===== config.mk =====
export PLATFORM = sky130hd
export DESIGN_NAME = pfc_top
export DESIGN_NICKNAME = d
export VERILOG_FILES = /design/src/hw/pfc_pkg.sv /design/src/hw/pfc_top.sv /design/src/hw/pfc_weight.sv /design/src/hw/pfc_counter.sv
export VERILOG_INCLUDE_DIRS = /design/src /design/src/hw
export SDC_FILE = /design/constraint.sdc
export NUM_CORES = 1
export LEC_CHECK = 0
export BUFFER_PORTS_ARGS = -buffer_cell sky130_fd_sc_hd__buf_2
export CORE_MARGIN = 10
export CORE_UTILIZATION = 35
export DETAILED_ROUTE_END_ITERATION = 7
export GPL_ROUTABILITY_DRIVEN = 1
export GPL_TIMING_DRIVEN = 0
export PLACE_DENSITY = 0.64
export SETUP_SLACK_MARGIN = 0.4
export SLEW_MARGIN = 20
export SYNTH_ARGS = -nofsm -noshare
export SYNTH_HDL_FRONTEND = slang
export SYNTH_SLANG_ARGS = --single-unit

===== constraint.sdc =====
create_clock -name pclk -period 6.15 [get_ports pclk]
set_input_delay 0.3075 -clock pclk [delete_from_list [all_inputs] [get_ports pclk]]
set_output_delay 0.3075 -clock pclk [all_outputs]
set_load 0.01 [all_outputs]

===== src/hw/pfc_defines.svh =====
// Register map, field positions and weights of the performance counter unit.
// Assumes inclusion by bare name from the package and the design modules.
`ifndef PFC_DEFINES_SVH
`define PFC_DEFINES_SVH

`define PFC_NUM_CH        2
`define PFC_CNT_W         48
`define PFC_HI_W          16
`define PFC_INC_W         5
`define PFC_SEL_W         5
`define PFC_ADDR_W        8

`define PFC_CH_STRIDE     8'h10
`define PFC_OFF_CTRL      8'h00
`define PFC_OFF_CNT_LO    8'h04
`define PFC_OFF_CNT_HI    8'h08
`define PFC_OFF_STATUS    8'h20

`define PFC_CTRL_SEL_LSB  0
`define PFC_CTRL_METHOD   8
`define PFC_CTRL_RANGE    9
`define PFC_CTRL_EN       10
`define PFC_CTRL_CLEAR    16
`define PFC_HI_OVF        31
`define PFC_ST_RATIO_LSB  0
`define PFC_ST_OVF_LSB    4
`define PFC_ST_RANGE_LSB  8

`define PFC_WEIGHT_R0     5'h03
`define PFC_WEIGHT_R1     5'h04
`define PFC_WEIGHT_R2     5'h06
`define PFC_WEIGHT_R3     5'h08
`define PFC_WEIGHT_R4     5'h0C
`define PFC_WEIGHT_R5     5'h18

`endif


===== src/hw/pfc_pkg.sv =====
// Types shared by the performance counter unit.
// Assumes the defines header is on the include path.
`include "pfc_defines.svh"

package pfc_pkg;

	// Event selection codes written into a channel's select field.
	typedef enum logic [4:0] {
		EV_OC_RD     = 5'h00, EV_OC_WR     = 5'h01, EV_OC_RW     = 5'h02,
		EV_IC_MISS   = 5'h03, EV_DATA_TLB  = 5'h04, EV_INST_TLB  = 5'h05,
		EV_CACHED_F  = 5'h06, EV_ALL_F     = 5'h07, EV_BR_ISSUE  = 5'h08,
		EV_BR_TAKEN  = 5'h09, EV_CALL      = 5'h0A, EV_ISSUE     = 5'h0B,
		EV_DUAL      = 5'h0C, EV_FPU       = 5'h0D, EV_TRAP      = 5'h0E,
		EV_INT       = 5'h0F, EV_NMI       = 5'h10, EV_BRK_A     = 5'h11,
		EV_BRK_B     = 5'h12, EV_IC_FILL   = 5'h13, EV_OC_FILL   = 5'h14,
		EV_ELAPSED   = 5'h15, EV_IF_FREEZE = 5'h16, EV_OP_FREEZE = 5'h17,
		EV_BR_FREEZE = 5'h18
	} pfc_evt_e;

	// Per-cycle event indications from the processor core.
	typedef struct packed {
		logic       oc_rd_miss;
		logic       oc_wr_miss;
		logic       ic_miss;
		logic       ic_uncached_slow;
		logic       ic_overrun_miss;
		logic       unified_tlb_data_miss;
		logic       unified_tlb_inst_miss;
		logic       instruction_tlb_miss;
		logic       fetch_accept;
		logic       fetch_cacheable;
		logic       cache_enabled;
		logic       br_issue;
		logic       br_taken;
		logic       br_zero_disp;
		logic       call_issue;
		logic       issue_cycle;
		logic       dual_cycle;
		logic [1:0] fetch_exc_cnt;
		logic [1:0] fpu_slot;
		logic       trap_exec;
		logic       int_accept;
		logic       nmi_accept;
		logic       brk_a_match;
		logic       brk_b_match;
		logic       ic_fill;
		logic       oc_fill;
		logic       if_freeze;
		logic       if_aux_freeze;
		logic       op_freeze;
		logic       op_aux_freeze;
		logic       br_freeze;
		logic       slot_late;
	} pfc_events_t;

	// Decoded contribution of the selected event in one cycle.
	typedef struct packed {
		logic       cyc;
		logic [1:0] amt;
	} pfc_inc_t;

	typedef struct packed {
		logic                     en;
		logic                     range_en;
		logic                     method;
		logic [`PFC_SEL_W-1:0]    sel;
	} pfc_ctrl_t;

	typedef struct packed {
		pfc_ctrl_t [`PFC_NUM_CH-1:0]              ctrl;
		logic [`PFC_NUM_CH-1:0]                   in_range;
		logic [`PFC_NUM_CH-1:0][`PFC_HI_W-1:0]    hi_shadow;
		logic [31:0]                              rdata;
		logic                                     slverr;
	} pfc_state_t;

	typedef struct packed {
		logic [`PFC_CNT_W-1:0]    cnt;
		logic                     ovf;
	} pfc_cnt_state_t;

endpackage


===== src/hw/pfc_top.sv =====
// Two-channel performance counter unit with an APB register slave.
// Assumes core event inputs synchronous to pclk and a single clock domain.
//
// How it works
// - two channels, each with own select and method
// - method one adds one per event cycle
// - method two adds ratio weight 3 to 24
// - each channel counter is 48 bits wide
// - wrap sets sticky overflow until channel cleared
// - operand miss counts reads, writes or both
// - icache miss includes slow uncached and overrun misses
// - TLB misses counted even when later cancelled
// - fetch counts cacheable-with-cache-on or all fetches
// - branches counted issued or taken, zero displacement excluded
// - subroutine call issues counted separately
// - issue counts one per cycle; dual-issue cycles separate
// - fetch exceptions may add one to three
// - FPU issue adds one even when dual
// - trap, normal interrupt and NMI counted separately
// - break channel A and B matches counted
// - fill and elapsed cycles weighted by method
// - freeze events include RAM, I/O, uncached stalls
// - branch freeze counts one cycle, late slot excepted
// - optional start-to-end PC range gates counting
// - clear zeroes counter, and overflow too unless the counter wraps in the clear cycle
//
// The APB interface to the registers and the register addresses are this design's own decisions.
`timescale 1ns/1ps
`include "pfc_defines.svh"

module pfc_top
	import pfc_pkg::*;
(
	// Clock and reset
	input  wire logic                      pclk,
	input  wire logic                      presetn,
	// APB slave
	input  wire logic [`PFC_ADDR_W-1:0]    paddr,
	input  wire logic                      psel,
	input  wire logic                      penable,
	input  wire logic                      pwrite,
	input  wire logic [31:0]               pwdata,
	input  wire logic [3:0]                pstrb,
	output logic      [31:0]               prdata,
	output logic                           pready,
	output logic                           pslverr,
	// Core events
	input  wire pfc_events_t               evt,
	input  wire logic [2:0]                clk_ratio,
	input  wire logic                      range_start_hit,
	input  wire logic                      range_end_hit
);

	pfc_state_t                                st;
	pfc_state_t                                next_st;

	logic [`PFC_INC_W-1:0]                     weight;
	logic [`PFC_NUM_CH-1:0]                    clear;
	logic [`PFC_NUM_CH-1:0]                    gate;
	logic [`PFC_NUM_CH-1:0]                    ovf;
	logic [`PFC_NUM_CH-1:0][`PFC_CNT_W-1:0]    count;
	logic [`PFC_NUM_CH-1:0][`PFC_INC_W-1:0]    inc;
	pfc_inc_t [`PFC_NUM_CH-1:0]                dec;

	logic                                      setup;
	logic                                      wr_access;
	logic [`PFC_ADDR_W-1:0]                    word_addr;

	// Turns the selected event into this cycle's raw amount.
	function automatic pfc_inc_t pfc_decode(
		input logic [`PFC_SEL_W-1:0] sel,
		input pfc_events_t           ev
	);
		pfc_inc_t r;
		r = '0;
		case (sel)
			EV_OC_RD: begin
				r.amt = {1'b0, ev.oc_rd_miss};
			end
			EV_OC_WR: begin
				r.amt = {1'b0, ev.oc_wr_miss};
			end
			EV_OC_RW: begin
				r.amt = {1'b0, ev.oc_rd_miss} + {1'b0, ev.oc_wr_miss};
			end
			EV_IC_MISS: begin
				r.amt[0] = ev.ic_miss | ev.ic_uncached_slow | ev.ic_overrun_miss;
			end
			EV_DATA_TLB: begin
				// Raw misses are taken before exception priority cancels them.
				r.amt[0] = ev.unified_tlb_data_miss;
			end
			EV_INST_TLB: begin
				r.amt[0] = ev.unified_tlb_inst_miss | ev.instruction_tlb_miss;
			end
			EV_CACHED_F: begin
				r.amt[0] = ev.fetch_accept & ev.fetch_cacheable & ev.cache_enabled;
			end
			EV_ALL_F: begin
				r.amt[0] = ev.fetch_accept;
			end
			EV_BR_ISSUE: begin
				r.amt[0] = ev.br_issue & ~ev.br_zero_disp;
			end
			EV_BR_TAKEN: begin
				r.amt[0] = ev.br_taken & ~ev.br_zero_disp;
			end
			EV_CALL: begin
				r.amt[0] = ev.call_issue;
			end
			EV_ISSUE: begin
				// A fetch exception replaces the normal one-per-cycle amount.
				if (ev.fetch_exc_cnt != 2'h0)
					r.amt = ev.fetch_exc_cnt;
				else
					r.amt[0] = ev.issue_cycle;
			end
			EV_DUAL: begin
				if (ev.fetch_exc_cnt != 2'h0)
					r.amt = ev.fetch_exc_cnt;
				else
					r.amt[0] = ev.dual_cycle;
			end
			EV_FPU: begin
				r.amt[0] = |ev.fpu_slot;
			end
			EV_TRAP: begin
				r.amt[0] = ev.trap_exec;
			end
			EV_INT: begin
				r.amt[0] = ev.int_accept;
			end
			EV_NMI: begin
				r.amt[0] = ev.nmi_accept;
			end
			EV_BRK_A: begin
				r.amt[0] = ev.brk_a_match;
			end
			EV_BRK_B: begin
				r.amt[0] = ev.brk_b_match;
			end
			EV_IC_FILL: begin
				r.cyc    = 1'b1;
				r.amt[0] = ev.ic_fill;
			end
			EV_OC_FILL: begin
				r.cyc    = 1'b1;
				r.amt[0] = ev.oc_fill;
			end
			EV_ELAPSED: begin
				r.cyc    = 1'b1;
				r.amt[0] = 1'b1;
			end
			EV_IF_FREEZE: begin
				r.cyc    = 1'b1;
				r.amt[0] = ev.if_freeze | ev.if_aux_freeze;
			end
			EV_OP_FREEZE: begin
				r.cyc    = 1'b1;
				r.amt[0] = ev.op_freeze | ev.op_aux_freeze;
			end
			EV_BR_FREEZE: begin
				// Later stall cycles of a target miss belong to the fill event.
				r.cyc    = 1'b1;
				r.amt[0] = ev.br_freeze & ~ev.slot_late;
			end
			default: begin
				r = '0;
			end
		endcase
		return r;
	endfunction

	// The weight tracks the divider each cycle, so ratio changes apply at once.
	pfc_weight u_weight (
		.ratio  (clk_ratio),
		.weight (weight)
	);

	assign setup     = psel & ~penable;
	assign wr_access = psel & penable & pwrite;
	assign word_addr = {paddr[`PFC_ADDR_W-1:2], 2'b00};

	genvar ch;
	generate
		for (ch = 0; ch < `PFC_NUM_CH; ch++) begin : g_ch
			localparam logic [`PFC_ADDR_W-1:0] BASE = `PFC_ADDR_W'(`PFC_CH_STRIDE * ch);

			assign dec[ch] = pfc_decode(st.ctrl[ch].sel, evt);

			// The end-PC cycle itself still counts; the flag drops after it.
			assign gate[ch] = st.ctrl[ch].en &
				(~st.ctrl[ch].range_en | st.in_range[ch] | range_start_hit);

			always_comb begin
				if (!gate[ch])
					inc[ch] = '0;
				else if (dec[ch].cyc && st.ctrl[ch].method && dec[ch].amt[0])
					inc[ch] = weight;
				else
					inc[ch] = {{(`PFC_INC_W - 2){1'b0}}, dec[ch].amt};
			end

			assign clear[ch] = wr_access & pstrb[2] & pwdata[`PFC_CTRL_CLEAR] &
				(word_addr == BASE + `PFC_OFF_CTRL);

			pfc_counter u_cnt (
				.pclk    (pclk),
				.presetn (presetn),
				.clear   (clear[ch]),
				.inc     (inc[ch]),
				.count   (count[ch]),
				.ovf     (ovf[ch])
			);
		end
	endgenerate

	always_comb begin
		logic [`PFC_ADDR_W-1:0] base;
		logic                   hit;
		next_st = st;
		hit     = 1'b0;
		base    = '0;

		// Range tracking: start opens the window, end closes it.
		for (int c = 0; c < `PFC_NUM_CH; c++) begin
			if (!st.ctrl[c].range_en)
				next_st.in_range[c] = 1'b0;
			else if (range_end_hit)
				next_st.in_range[c] = 1'b0;
			else if (range_start_hit)
				next_st.in_range[c] = 1'b1;
		end

		// Register writes take effect at the access-phase edge.
		if (wr_access) begin
			for (int c = 0; c < `PFC_NUM_CH; c++) begin
				base = `PFC_ADDR_W'(`PFC_CH_STRIDE * c);
				if (word_addr == base + `PFC_OFF_CTRL) begin
					if (pstrb[0])
						next_st.ctrl[c].sel = pwdata[`PFC_CTRL_SEL_LSB +: `PFC_SEL_W];
					if (pstrb[1]) begin
						next_st.ctrl[c].method   = pwdata[`PFC_CTRL_METHOD];
						next_st.ctrl[c].range_en = pwdata[`PFC_CTRL_RANGE];
						next_st.ctrl[c].en       = pwdata[`PFC_CTRL_EN];
						// A fresh range setting starts outside the window, unless the
						// start PC is hit in this very cycle: the hardware set wins.
						next_st.in_range[c]      = pwdata[`PFC_CTRL_RANGE] &
							range_start_hit & ~range_end_hit;
					end
				end
			end
		end

		// Read data and error are prepared in the setup cycle so that
		// both come from flip-flops during the zero-wait access phase.
		if (setup) begin
			next_st.rdata  = '0;
			next_st.slverr = 1'b0;
			for (int c = 0; c < `PFC_NUM_CH; c++) begin
				base = `PFC_ADDR_W'(`PFC_CH_STRIDE * c);
				if (word_addr == base + `PFC_OFF_CTRL) begin
					hit = 1'b1;
					if (!pwrite) begin
						next_st.rdata[`PFC_CTRL_SEL_LSB +: `PFC_SEL_W] = st.ctrl[c].sel;
						next_st.rdata[`PFC_CTRL_METHOD] = st.ctrl[c].method;
						next_st.rdata[`PFC_CTRL_RANGE]  = st.ctrl[c].range_en;
						next_st.rdata[`PFC_CTRL_EN]     = st.ctrl[c].en;
					end
				end
				if (word_addr == base + `PFC_OFF_CNT_LO) begin
					hit = 1'b1;
					if (!pwrite) begin
						// Reading the low word freezes the high word, which
						// keeps a 48-bit value coherent across two reads.
						next_st.rdata        = count[c][31:0];
						next_st.hi_shadow[c] = count[c][`PFC_CNT_W-1:32];
					end
				end
				if (word_addr == base + `PFC_OFF_CNT_HI) begin
					hit = 1'b1;
					if (!pwrite) begin
						next_st.rdata[`PFC_HI_W-1:0] = st.hi_shadow[c];
						next_st.rdata[`PFC_HI_OVF]   = ovf[c];
					end
				end
			end
			if (word_addr == `PFC_OFF_STATUS) begin
				hit = 1'b1;
				if (!pwrite) begin
					next_st.rdata[`PFC_ST_RATIO_LSB +: 3] = clk_ratio;
					next_st.rdata[`PFC_ST_OVF_LSB +: `PFC_NUM_CH] = ovf;
					next_st.rdata[`PFC_ST_RANGE_LSB +: `PFC_NUM_CH] = st.in_range;
				end
			end
			// Unmapped words answer zero with an error.
			next_st.slverr = ~hit;
		end
	end

	always_ff @(posedge pclk or negedge presetn) begin
		if (!presetn)
			st <= '0;
		else
			st <= next_st;
	end

	// No wait states are ever needed.
	assign pready  = 1'b1;
	assign prdata  = st.rdata;
	assign pslverr = st.slverr & psel & penable;

endmodule


===== src/hw/pfc_weight.sv =====
// Weight of one CPU cycle for ratio-based counting.
// Assumes the ratio code comes straight from the live clock divider setting.
`timescale 1ns/1ps
`include "pfc_defines.svh"

module pfc_weight
	import pfc_pkg::*;
(
	// Clock ratio
	input  wire logic [2:0]              ratio,
	// Weight
	output logic      [`PFC_INC_W-1:0]   weight
);

	// Twenty-four counts make one bus clock period at every ratio.
	always_comb begin
		case (ratio)
			3'h0:    weight = `PFC_WEIGHT_R0;
			3'h1:    weight = `PFC_WEIGHT_R1;
			3'h2:    weight = `PFC_WEIGHT_R2;
			3'h3:    weight = `PFC_WEIGHT_R3;
			3'h4:    weight = `PFC_WEIGHT_R4;
			default: weight = `PFC_WEIGHT_R5;
		endcase
	end

endmodule


===== src/hw/pfc_counter.sv =====
// One 48-bit accumulating counter with sticky overflow.
// Assumes increments of at most 31 per cycle and a one-cycle clear pulse.
`timescale 1ns/1ps
`include "pfc_defines.svh"

module pfc_counter
	import pfc_pkg::*;
(
	// Clock and reset
	input  wire logic                    pclk,
	input  wire logic                    presetn,
	// Control
	input  wire logic                    clear,
	input  wire logic [`PFC_INC_W-1:0]   inc,
	// Result
	output logic      [`PFC_CNT_W-1:0]   count,
	output logic                         ovf
);

	pfc_cnt_state_t               st;
	pfc_cnt_state_t               next_st;
	logic [`PFC_CNT_W:0]          sum;

	always_comb begin
		sum     = {1'b0, st.cnt} + {{(`PFC_CNT_W - `PFC_INC_W + 1){1'b0}}, inc};
		next_st = st;
		next_st.cnt = sum[`PFC_CNT_W-1:0];
		if (sum[`PFC_CNT_W])
			next_st.ovf = 1'b1;
		// Clearing restarts the measurement and drops this cycle's increment,
		// but a wrap in that very cycle still marks the result invalid.
		if (clear) begin
			next_st     = '0;
			next_st.ovf = sum[`PFC_CNT_W];
		end
	end

	always_ff @(posedge pclk or negedge presetn) begin
		if (!presetn)
			st <= '0;
		else
			st <= next_st;
	end

	assign count = st.cnt;
	assign ovf   = st.ovf;

endmodule


==> flow_metrics.tcl, run 1 <==
set metrics [dict create \
    track_usage_pct 16.8 \
    post_cts_buffers 0 \
    vias 8516 \
    die_y_um 190 \
    dp_slack_ns 1.76 \
    synth_cells 1052 \
    ys_async_sr_fraction_pct 100 \
    cts.repair.resized 0 \
    cts_made_buffers 17 \
    clk_path_buf_depth 2 \
    grt_antenna_before_repair 5 \
    arrival_ns 4.74 \
    ir_drop_mv 0.185 \
    crit_required_ns 6.46 \
    yosysWarnings 0 \
    setup_ws_ns 1.72 \
    slew_headroom_pct 48.3 \
    rsz0062_at_grt "false" \
    status "completed" \
    grt_first_pass_wirelength_um 47900 \
    tritoncts "yes" \
    synth-edff-count 0 \
    hpwl_um 22900 \
    drt_iter0_markers 884 \
    cp-end-kind "flip-flop" \
    cts_root_buf "clkbuf_16" \
    syn_avg_cell_area_um2 9.59 \
    critPathLaunchType "flip-flop" \
    ys.flop_type "dfrtp_1" \
    numPortBuffers 91 \
    area_delta_synth_final_pct 16.0 \
    rr_startpoint "st[67]$_DFFE_PN0P_" \
    path_max_fanout 10 \
    fmax_mhz 226 \
    hold-worst-slack_ns 0.0469 \
    min_path_cells 2 \
    tns_ns 0 \
    worst_clock_skew_ns 0.0138 \
    vias_per_cell 5.44 \
    p_total_mw 2.68 \
    finalSetupViolCount 0 \
    netlist_area_mm2 0.0101 \
    reg2reg_to "g_ch[0].u_cnt.count[27]$_DFF_PN0_" \
    htreeDepth 4 \
    io-pin-count 122 \
    routed_wl_um 30300 \
    drtPass1Iterations 8 \
    drive_above_1_share_pct 20.6 \
    holdPathEnd "st[66]$_DFF_PN0_" \
    max_cap_viol_count 0 \
    grt_pass1_vias 8434 \
    die_x_um 190 \
    finalHoldViolCount 0 \
    die_area_mm2 0.0360 \
    r2r_cells 15 \
    startpoint "st[67]$_DFFE_PN0P_" \
    seq_area_frac_synth_pct 44.9 \
    powerDensity_mw_per_mm2 229 \
    start_util_pct 35.4 \
    fin_nets 1265 \
    path_class "flip-flop to flip-flop" \
    antenna_left 0 \
    cts_sinks 181 \
    syn_nets 1153 \
    wire_per_inst_um 19.3 \
    worst_pin_slew_ns 0.776 \
    gr-total-overflow 0 \
    cellLeakagePower_nw 5.34 \
    core_mm2 0.0285 \
    slew_violations 0 \
    clk_latency_ns 0.44 \
    drc_errors 0 \
    min_from "range_end_hit" \
    cts.clk_slew.worst_paths_ns 0.08 \
    grt_max_degree 95 \
    place.gp.congestion 0.930 \
    period_needed_ns 4.43 \
    ys_ff_latch 181 \
    r2r_slack_ns 1.72 \
    hold_path_class "input pin to flip-flop" \
    synth_cell_type_count 73 \
    row_count 62 \
    fin_crit_sh_pct 72.0 \
]
[registers in the layout, summed over array words and instances, names as in the netlist]
| name | count |
|---|---|
| g_ch.u_cnt.ovf | 2 |
| st | 51 |
| prdata | 32 |
| g_ch.u_cnt.count | 96 |
[what timing repair did]
action	4_1_cts	5_1_grt
hold endpoints to repair	87	0
setup endpoints to repair	0	0
hold buffers	1	0
[how the worst max path moves through the flow]
stage                                                    to  slack, ns
final                     g_ch[0].u_cnt.count[27]$_DFF_PN0_       1.72
after global routing      g_ch[0].u_cnt.count[27]$_DFF_PN0_       1.39
after CTS                 g_ch[0].u_cnt.count[37]$_DFF_PN0_       1.75
after detailed placement  g_ch[0].u_cnt.count[27]$_DFF_PN0_       1.76
after global placement    g_ch[0].u_cnt.count[27]$_DFF_PN0_       1.71
after floorplan           g_ch[0].u_cnt.count[42]$_DFF_PN0_       2.84
[logic make-up after synthesis]
| logic type | Yosys count | share of synthesized area [%] |
|---|---|---|
| and+or+nand+nor | 439 | 22.0 |
| DFF | 181 | 44.9 |
| AOI/OAI and AO/OA | 172 | 12.2 |
| buffers and inverters | 107 | 5.70 |
| xor gates and xnor gates | 80 | 6.94 |
| muxes | 59 | 6.52 |
| adders and majority gates | 13 | 1.76 |
| other | 1 | 0.0372 |
[routing by layer]
layer | wire [µm] | part of all wire, % | global-route usage (%)
met4 | 835 | 2.8 | 6.17
met3 | 1890 | 6.2 | 3.28
met1 | 13700 | 45 | 22.6
met5 | 0 | 0 | 0
met2 | 13900 | 46 | 26.2
[through the flow]
stage          cell area (µm²)  utilization, %  instances
5_1_grt                  11700            41.0       1564
6_report                 11700            41.0       1566
2_1_floorplan            10100               -       1052
3_3_place_gp             11000            38.6       1527
4_1_cts                  11700            41.0       1561
3_5_place_dp             11100            38.8       1528
[Yosys cell counts (7+ instances only)]
library cell	n	area, µm²
dfrtp_1	181	4530
nor2_1	172	646
nand2_1	54	203
nand3_1	42	210
mux2_2	41	462
xor2_1	41	359
xnor2_1	39	342
buf_4	37	278
nor3_1	37	185
o21ai_0	29	145
clkbuf_1	25	93.8
inv_1	24	90.1
a221oi_1	21	184
a21oi_1	20	100
a22oi_1	20	150
and3_1	20	125
nand4_1	20	125
a31oi_1	16	100
buf_2	16	80.1
nor2b_1	15	93.8
mux2i_1	14	140
and4_1	11	96.3
ha_1	11	138
or3_1	10	62.6
a211oi_1	8	60.1
nand2b_1	8	50.1
nor4_1	8	50.1
and2_1	7	43.8
[layout by cell type (no fill, tap or decap), types with 7 or more instances in the layout]
| cell type | n |
|---|---|
| dfrtp_1 | 181 |
| nor2_1 | 172 |
| buf_2 | 106 |
| nand2_1 | 54 |
| nand3_1 | 42 |
| mux2_2 | 41 |
| xor2_1 | 41 |
| xnor2_1 | 39 |
| nor3_1 | 37 |
| buf_4 | 37 |
| o21ai_0 | 29 |
| clkbuf_1 | 26 |
| inv_1 | 24 |
| a221oi_1 | 21 |
| and3_1 | 20 |
| nand4_1 | 20 |
| a21oi_1 | 20 |
| a22oi_1 | 20 |
| clkbuf_16 | 17 |
| a31oi_1 | 16 |
| nor2b_1 | 15 |
| mux2i_1 | 14 |
| and4_1 | 11 |
| ha_1 | 11 |
| or3_1 | 10 |
| nand2b_1 | 8 |
| nor4_1 | 8 |
| a211oi_1 | 8 |
| and2_1 | 7 |
[cell type report]
type / instances / area [µm²]
antenna: 5 / 12.5
tap: 384 / 480
timing repair buffer: 93 / 503
clock buffer: 20 / 457
clock inverter: 12 / 159
sequential: 181 / 4530
buffer: 83 / 485
multi-input combinational: 764 / 4990
inverter: 24 / 90.1
fill: 2852 / 16800
[where the power goes]
group	total, mW	switching, mW	internal [mW]
logic	0.272	0.152	0.119
clock network	1.15	0.512	0.639
registers	1.26	0.0298	1.23
total	2.68	0.694	1.99
[worst max-delay path, stage by stage (launching register included)]
cell and delay [ns]:
dfrtp_1 0.32, clkbuf_1 0.36, buf_2 0.35, a2111o_1 0.18, o41ai_1 0.06, a2111o_1 0.44
o21ai_0 0.23, o31ai_1 0.13, ha_1 0.31, a211oi_1 0.30, o21bai_1 0.14, a21oi_1 0.53
clkbuf_1 0.54, nor3_1 0.17, xnor2_1 0.17, nor2_1 0.05
No activity file was read; power rests on OpenSTA's default activity.
==> inputs of run 2 (changes only) <==
--- a/config.mk
+++ b/config.mk
@@ -12,7 +12,7 @@
 export DETAILED_ROUTE_END_ITERATION = 7
 export GPL_ROUTABILITY_DRIVEN = 1
 export GPL_TIMING_DRIVEN = 0
-export PLACE_DENSITY = 0.64
+export PLACE_DENSITY = 0.65
 export SETUP_SLACK_MARGIN = 0.4
 export SLEW_MARGIN = 20
 export SYNTH_ARGS = -nofsm -noshare
==> constraint.sdc (replaced) <==
create_clock -name pclk -period 3.55 [get_ports pclk]
set_input_delay 0.1775 -clock pclk [delete_from_list [all_inputs] [get_ports pclk]]
set_output_delay 0.1775 -clock pclk [all_outputs]
set_load 0.01 [all_outputs]
==> flow_metrics.tcl, run 2 (synthesis gave the netlist of run 1 again) <==
set metrics [dict create \
    status "finished with violations" \
    violations "negative setup slack" \
    clkPwrFrac_pct 40.0 \
    final_area_mm2 0.0134 \
    min_from "pwdata[10]" \
    slew_headroom_pct 40.9 \
    slew_violations 0 \
    drtPass1Iterations 7 \
    startpoint "st[67]$_DFFE_PN0P_" \
    ir_drop_mv 0.375 \
    max_cap_viol_count 0 \
    hpwl_um 23300 \
    fin_nets 1339 \
    p_comb_share_pct 12.4 \
    cellLeakagePower_nw 6.14 \
    vias 9063 \
    period_needed_ns 3.60 \
    row_count 62 \
    die_area_mm2 0.0360 \
    arrival_ns 3.96 \
    r2r_cells 16 \
    cp_top_family "compound AO/OA/AOI/OAI gates" \
    antenna_left 0 \
    crit_required_ns 3.92 \
    cts_sinks 181 \
    path_buf_inv 4 \
    track_usage_pct 18.1 \
    drc_errors 0 \
    powerDensity_mw_per_mm2 343 \
    final_cell_mix "dfrtp_1, nor2_1, buf_2" \
    cts_made_buffers 17 \
    finalHoldViolCount 0 \
    p_sw_mw 1.28 \
    htreeDepth 4 \
    critPathLaunchType "flip-flop" \
    p_seq_share_pct 47.5 \
    tritoncts "yes" \
    place_area_mm2 0.0112 \
    p_total_mw 4.61 \
    final_cells 1637 \
    wire_per_inst_um 20.2 \
    clk_latency_ns 0.45 \
    r2r_slack_ns -0.05 \
    worst_clock_skew_ns 0.0144 \
    cp_slowest_stage_delay_ns 0.43 \
    place.gp.congestion 0.915 \
    netSwitchingFraction_pct 27.7 \
    largest_reg_flops 96 \
    die_y_um 190 \
    worst_pin_slew_ns 0.886 \
    cp-end-kind "flip-flop" \
    dp_slack_ns -0.420 \
    cts_root_buf "clkbuf_16" \
    drt_iter0_markers 813 \
    io-pin-count 122 \
    grt_first_pass_wirelength_um 51500 \
    power.internal_mw 3.34 \
    gr-total-overflow 0 \
    grt_pass1_vias 8990 \
    holdPathEnd "st[82]$_DFFE_PN0P_" \
    start_util_pct 35.4 \
    hold-worst-slack_ns 0.00853 \
    rsz0062_at_grt "true" \
    slowest_stage "a2111o_1" \
    path_class "flip-flop to flip-flop" \
    fin_crit_sh_pct 101 \
    grt_max_degree 98 \
    numPortBuffers 91 \
    core_mm2 0.0285 \
    fmax_mhz 278 \
    path_max_fanout 8 \
    finalSetupViolCount 14 \
    reg2reg_to "g_ch[0].u_cnt.count[28]$_DFF_PN0_" \
    rr_startpoint "st[67]$_DFFE_PN0P_" \
    min_path_cells 2 \
    drive_above_1_share_pct 35.3 \
    tns_ns -0.331 \
    die_x_um 190 \
    clk_path_buf_depth 2 \
    hold_path_class "input pin to flip-flop" \
    vias_per_cell 5.54 \
    final_core_util_pct 47.1 \
    layout_commonest_cell "dfrtp_1" \
    grt_antenna_before_repair 2 \
    cts.clk_slew.worst_paths_ns 0.07 \
    routed_wl_um 33100 \
    setup_ws_ns -0.0460 \
    place_inst 1529 \
    filler_cell_count 2672 \
    area_delta_synth_final_pct 33.1 \
    cp_cell_sequence "buf_8 > buf_8 > a2111o_1 > o41ai_4 > a2111o_1 > o21bai_4 > a21oi_2 > ha_2 > inv_2 > fa_2 > nor2b_4 > o31a_1 > buf_6 > o2111ai_4 > or3_1 > a21oi_1" \
]
[run 2: cell types whose count changed in the layout (fill, tap and decap cells not counted), moves of 9 or more]
cell / change
buf_4: +33
o21ai_0: -9
buf_6: +27
nand3_1: -20
clkbuf_1: -11
nand3_2: +16
nor3_1: -15
nand2_1: -11
[run 2: power by group through the flow]
stage / clock network, mW / registers (mW) / logic (mW)
3_3_place_gp: 0 / 2.22 / 0.474
4_1_cts: 1.87 / 2.19 / 0.546
2_1_floorplan: 0 / 2.21 / 0.280
5_1_grt: 1.95 / 2.20 / 0.630
6_report: 1.85 / 2.19 / 0.573
3_5_place_dp: 0 / 2.23 / 0.483
[run 2: how the worst max path moves through the flow]
stage / slack [ns] / cells past startpoint / endpoint
global route: -0.14 / 18 / g_ch[0].u_cnt.count[26]$_DFF_PN0_
CTS: 0.07 / 19 / g_ch[0].u_cnt.count[26]$_DFF_PN0_
floorplan: 0.40 / 15 / g_ch[0].u_cnt.count[28]$_DFF_PN0_
global placement: -0.74 / 1 / g_ch[1].u_cnt.count[32]$_DFF_PN0_
finish: -0.05 / 16 / g_ch[0].u_cnt.count[28]$_DFF_PN0_
detailed placement: -0.42 / 16 / g_ch[0].u_cnt.count[24]$_DFF_PN0_
[run 2: metal layers]
metal | global-route usage, % | vias to the layer above | wire length [µm]
li1 | - | 4106 | -
met1 | 24.0 | 4550 | 14100
met2 | 28.7 | 341 | 15800
met3 | 3.55 | 66 | 2340
met4 | 6.44 | 0 | 902
met5 | 0 | - | 0
[run 2: cell type report]
type                    count  area [µm²]  share of cell area [%]
multi-input cells         764        5850                    43.6
flip-flops and latches    181        4530                    33.7
repair buffers            167        1280                    9.50
plain buffers              83         636                    4.73
well taps                 384         480                    3.58
clock buffers              18         429                    3.19
clock inverters            13         134                   0.996
inverters                  24        90.1                   0.671
diodes                      3        7.51                  0.0559
[run 2: timing repair]
item                                    in CTS  in global routing
hold buffers                                 9                  0
gates resized for setup                    143                 86
pin swaps                                   60                 68
hold endpoints to repair                   106                  0
cloned                                       3                  1
endpoints found under the setup margin      89                 89
buffers inserted                            46                 15
[run 2: worst reg2reg max path, cell delays in order (launching register included)]
cell       delay (ns)
dfrtp_1          0.39
buf_8            0.16
buf_8            0.15
a2111o_1         0.43
o41ai_4          0.08
a2111o_1         0.24
o21bai_4         0.10
a21oi_2          0.17
ha_2             0.22
inv_2            0.04
fa_2             0.36
nor2b_4          0.13
o31a_1           0.14
buf_6            0.13
o2111ai_4        0.20
or3_1            0.41
a21oi_1          0.17
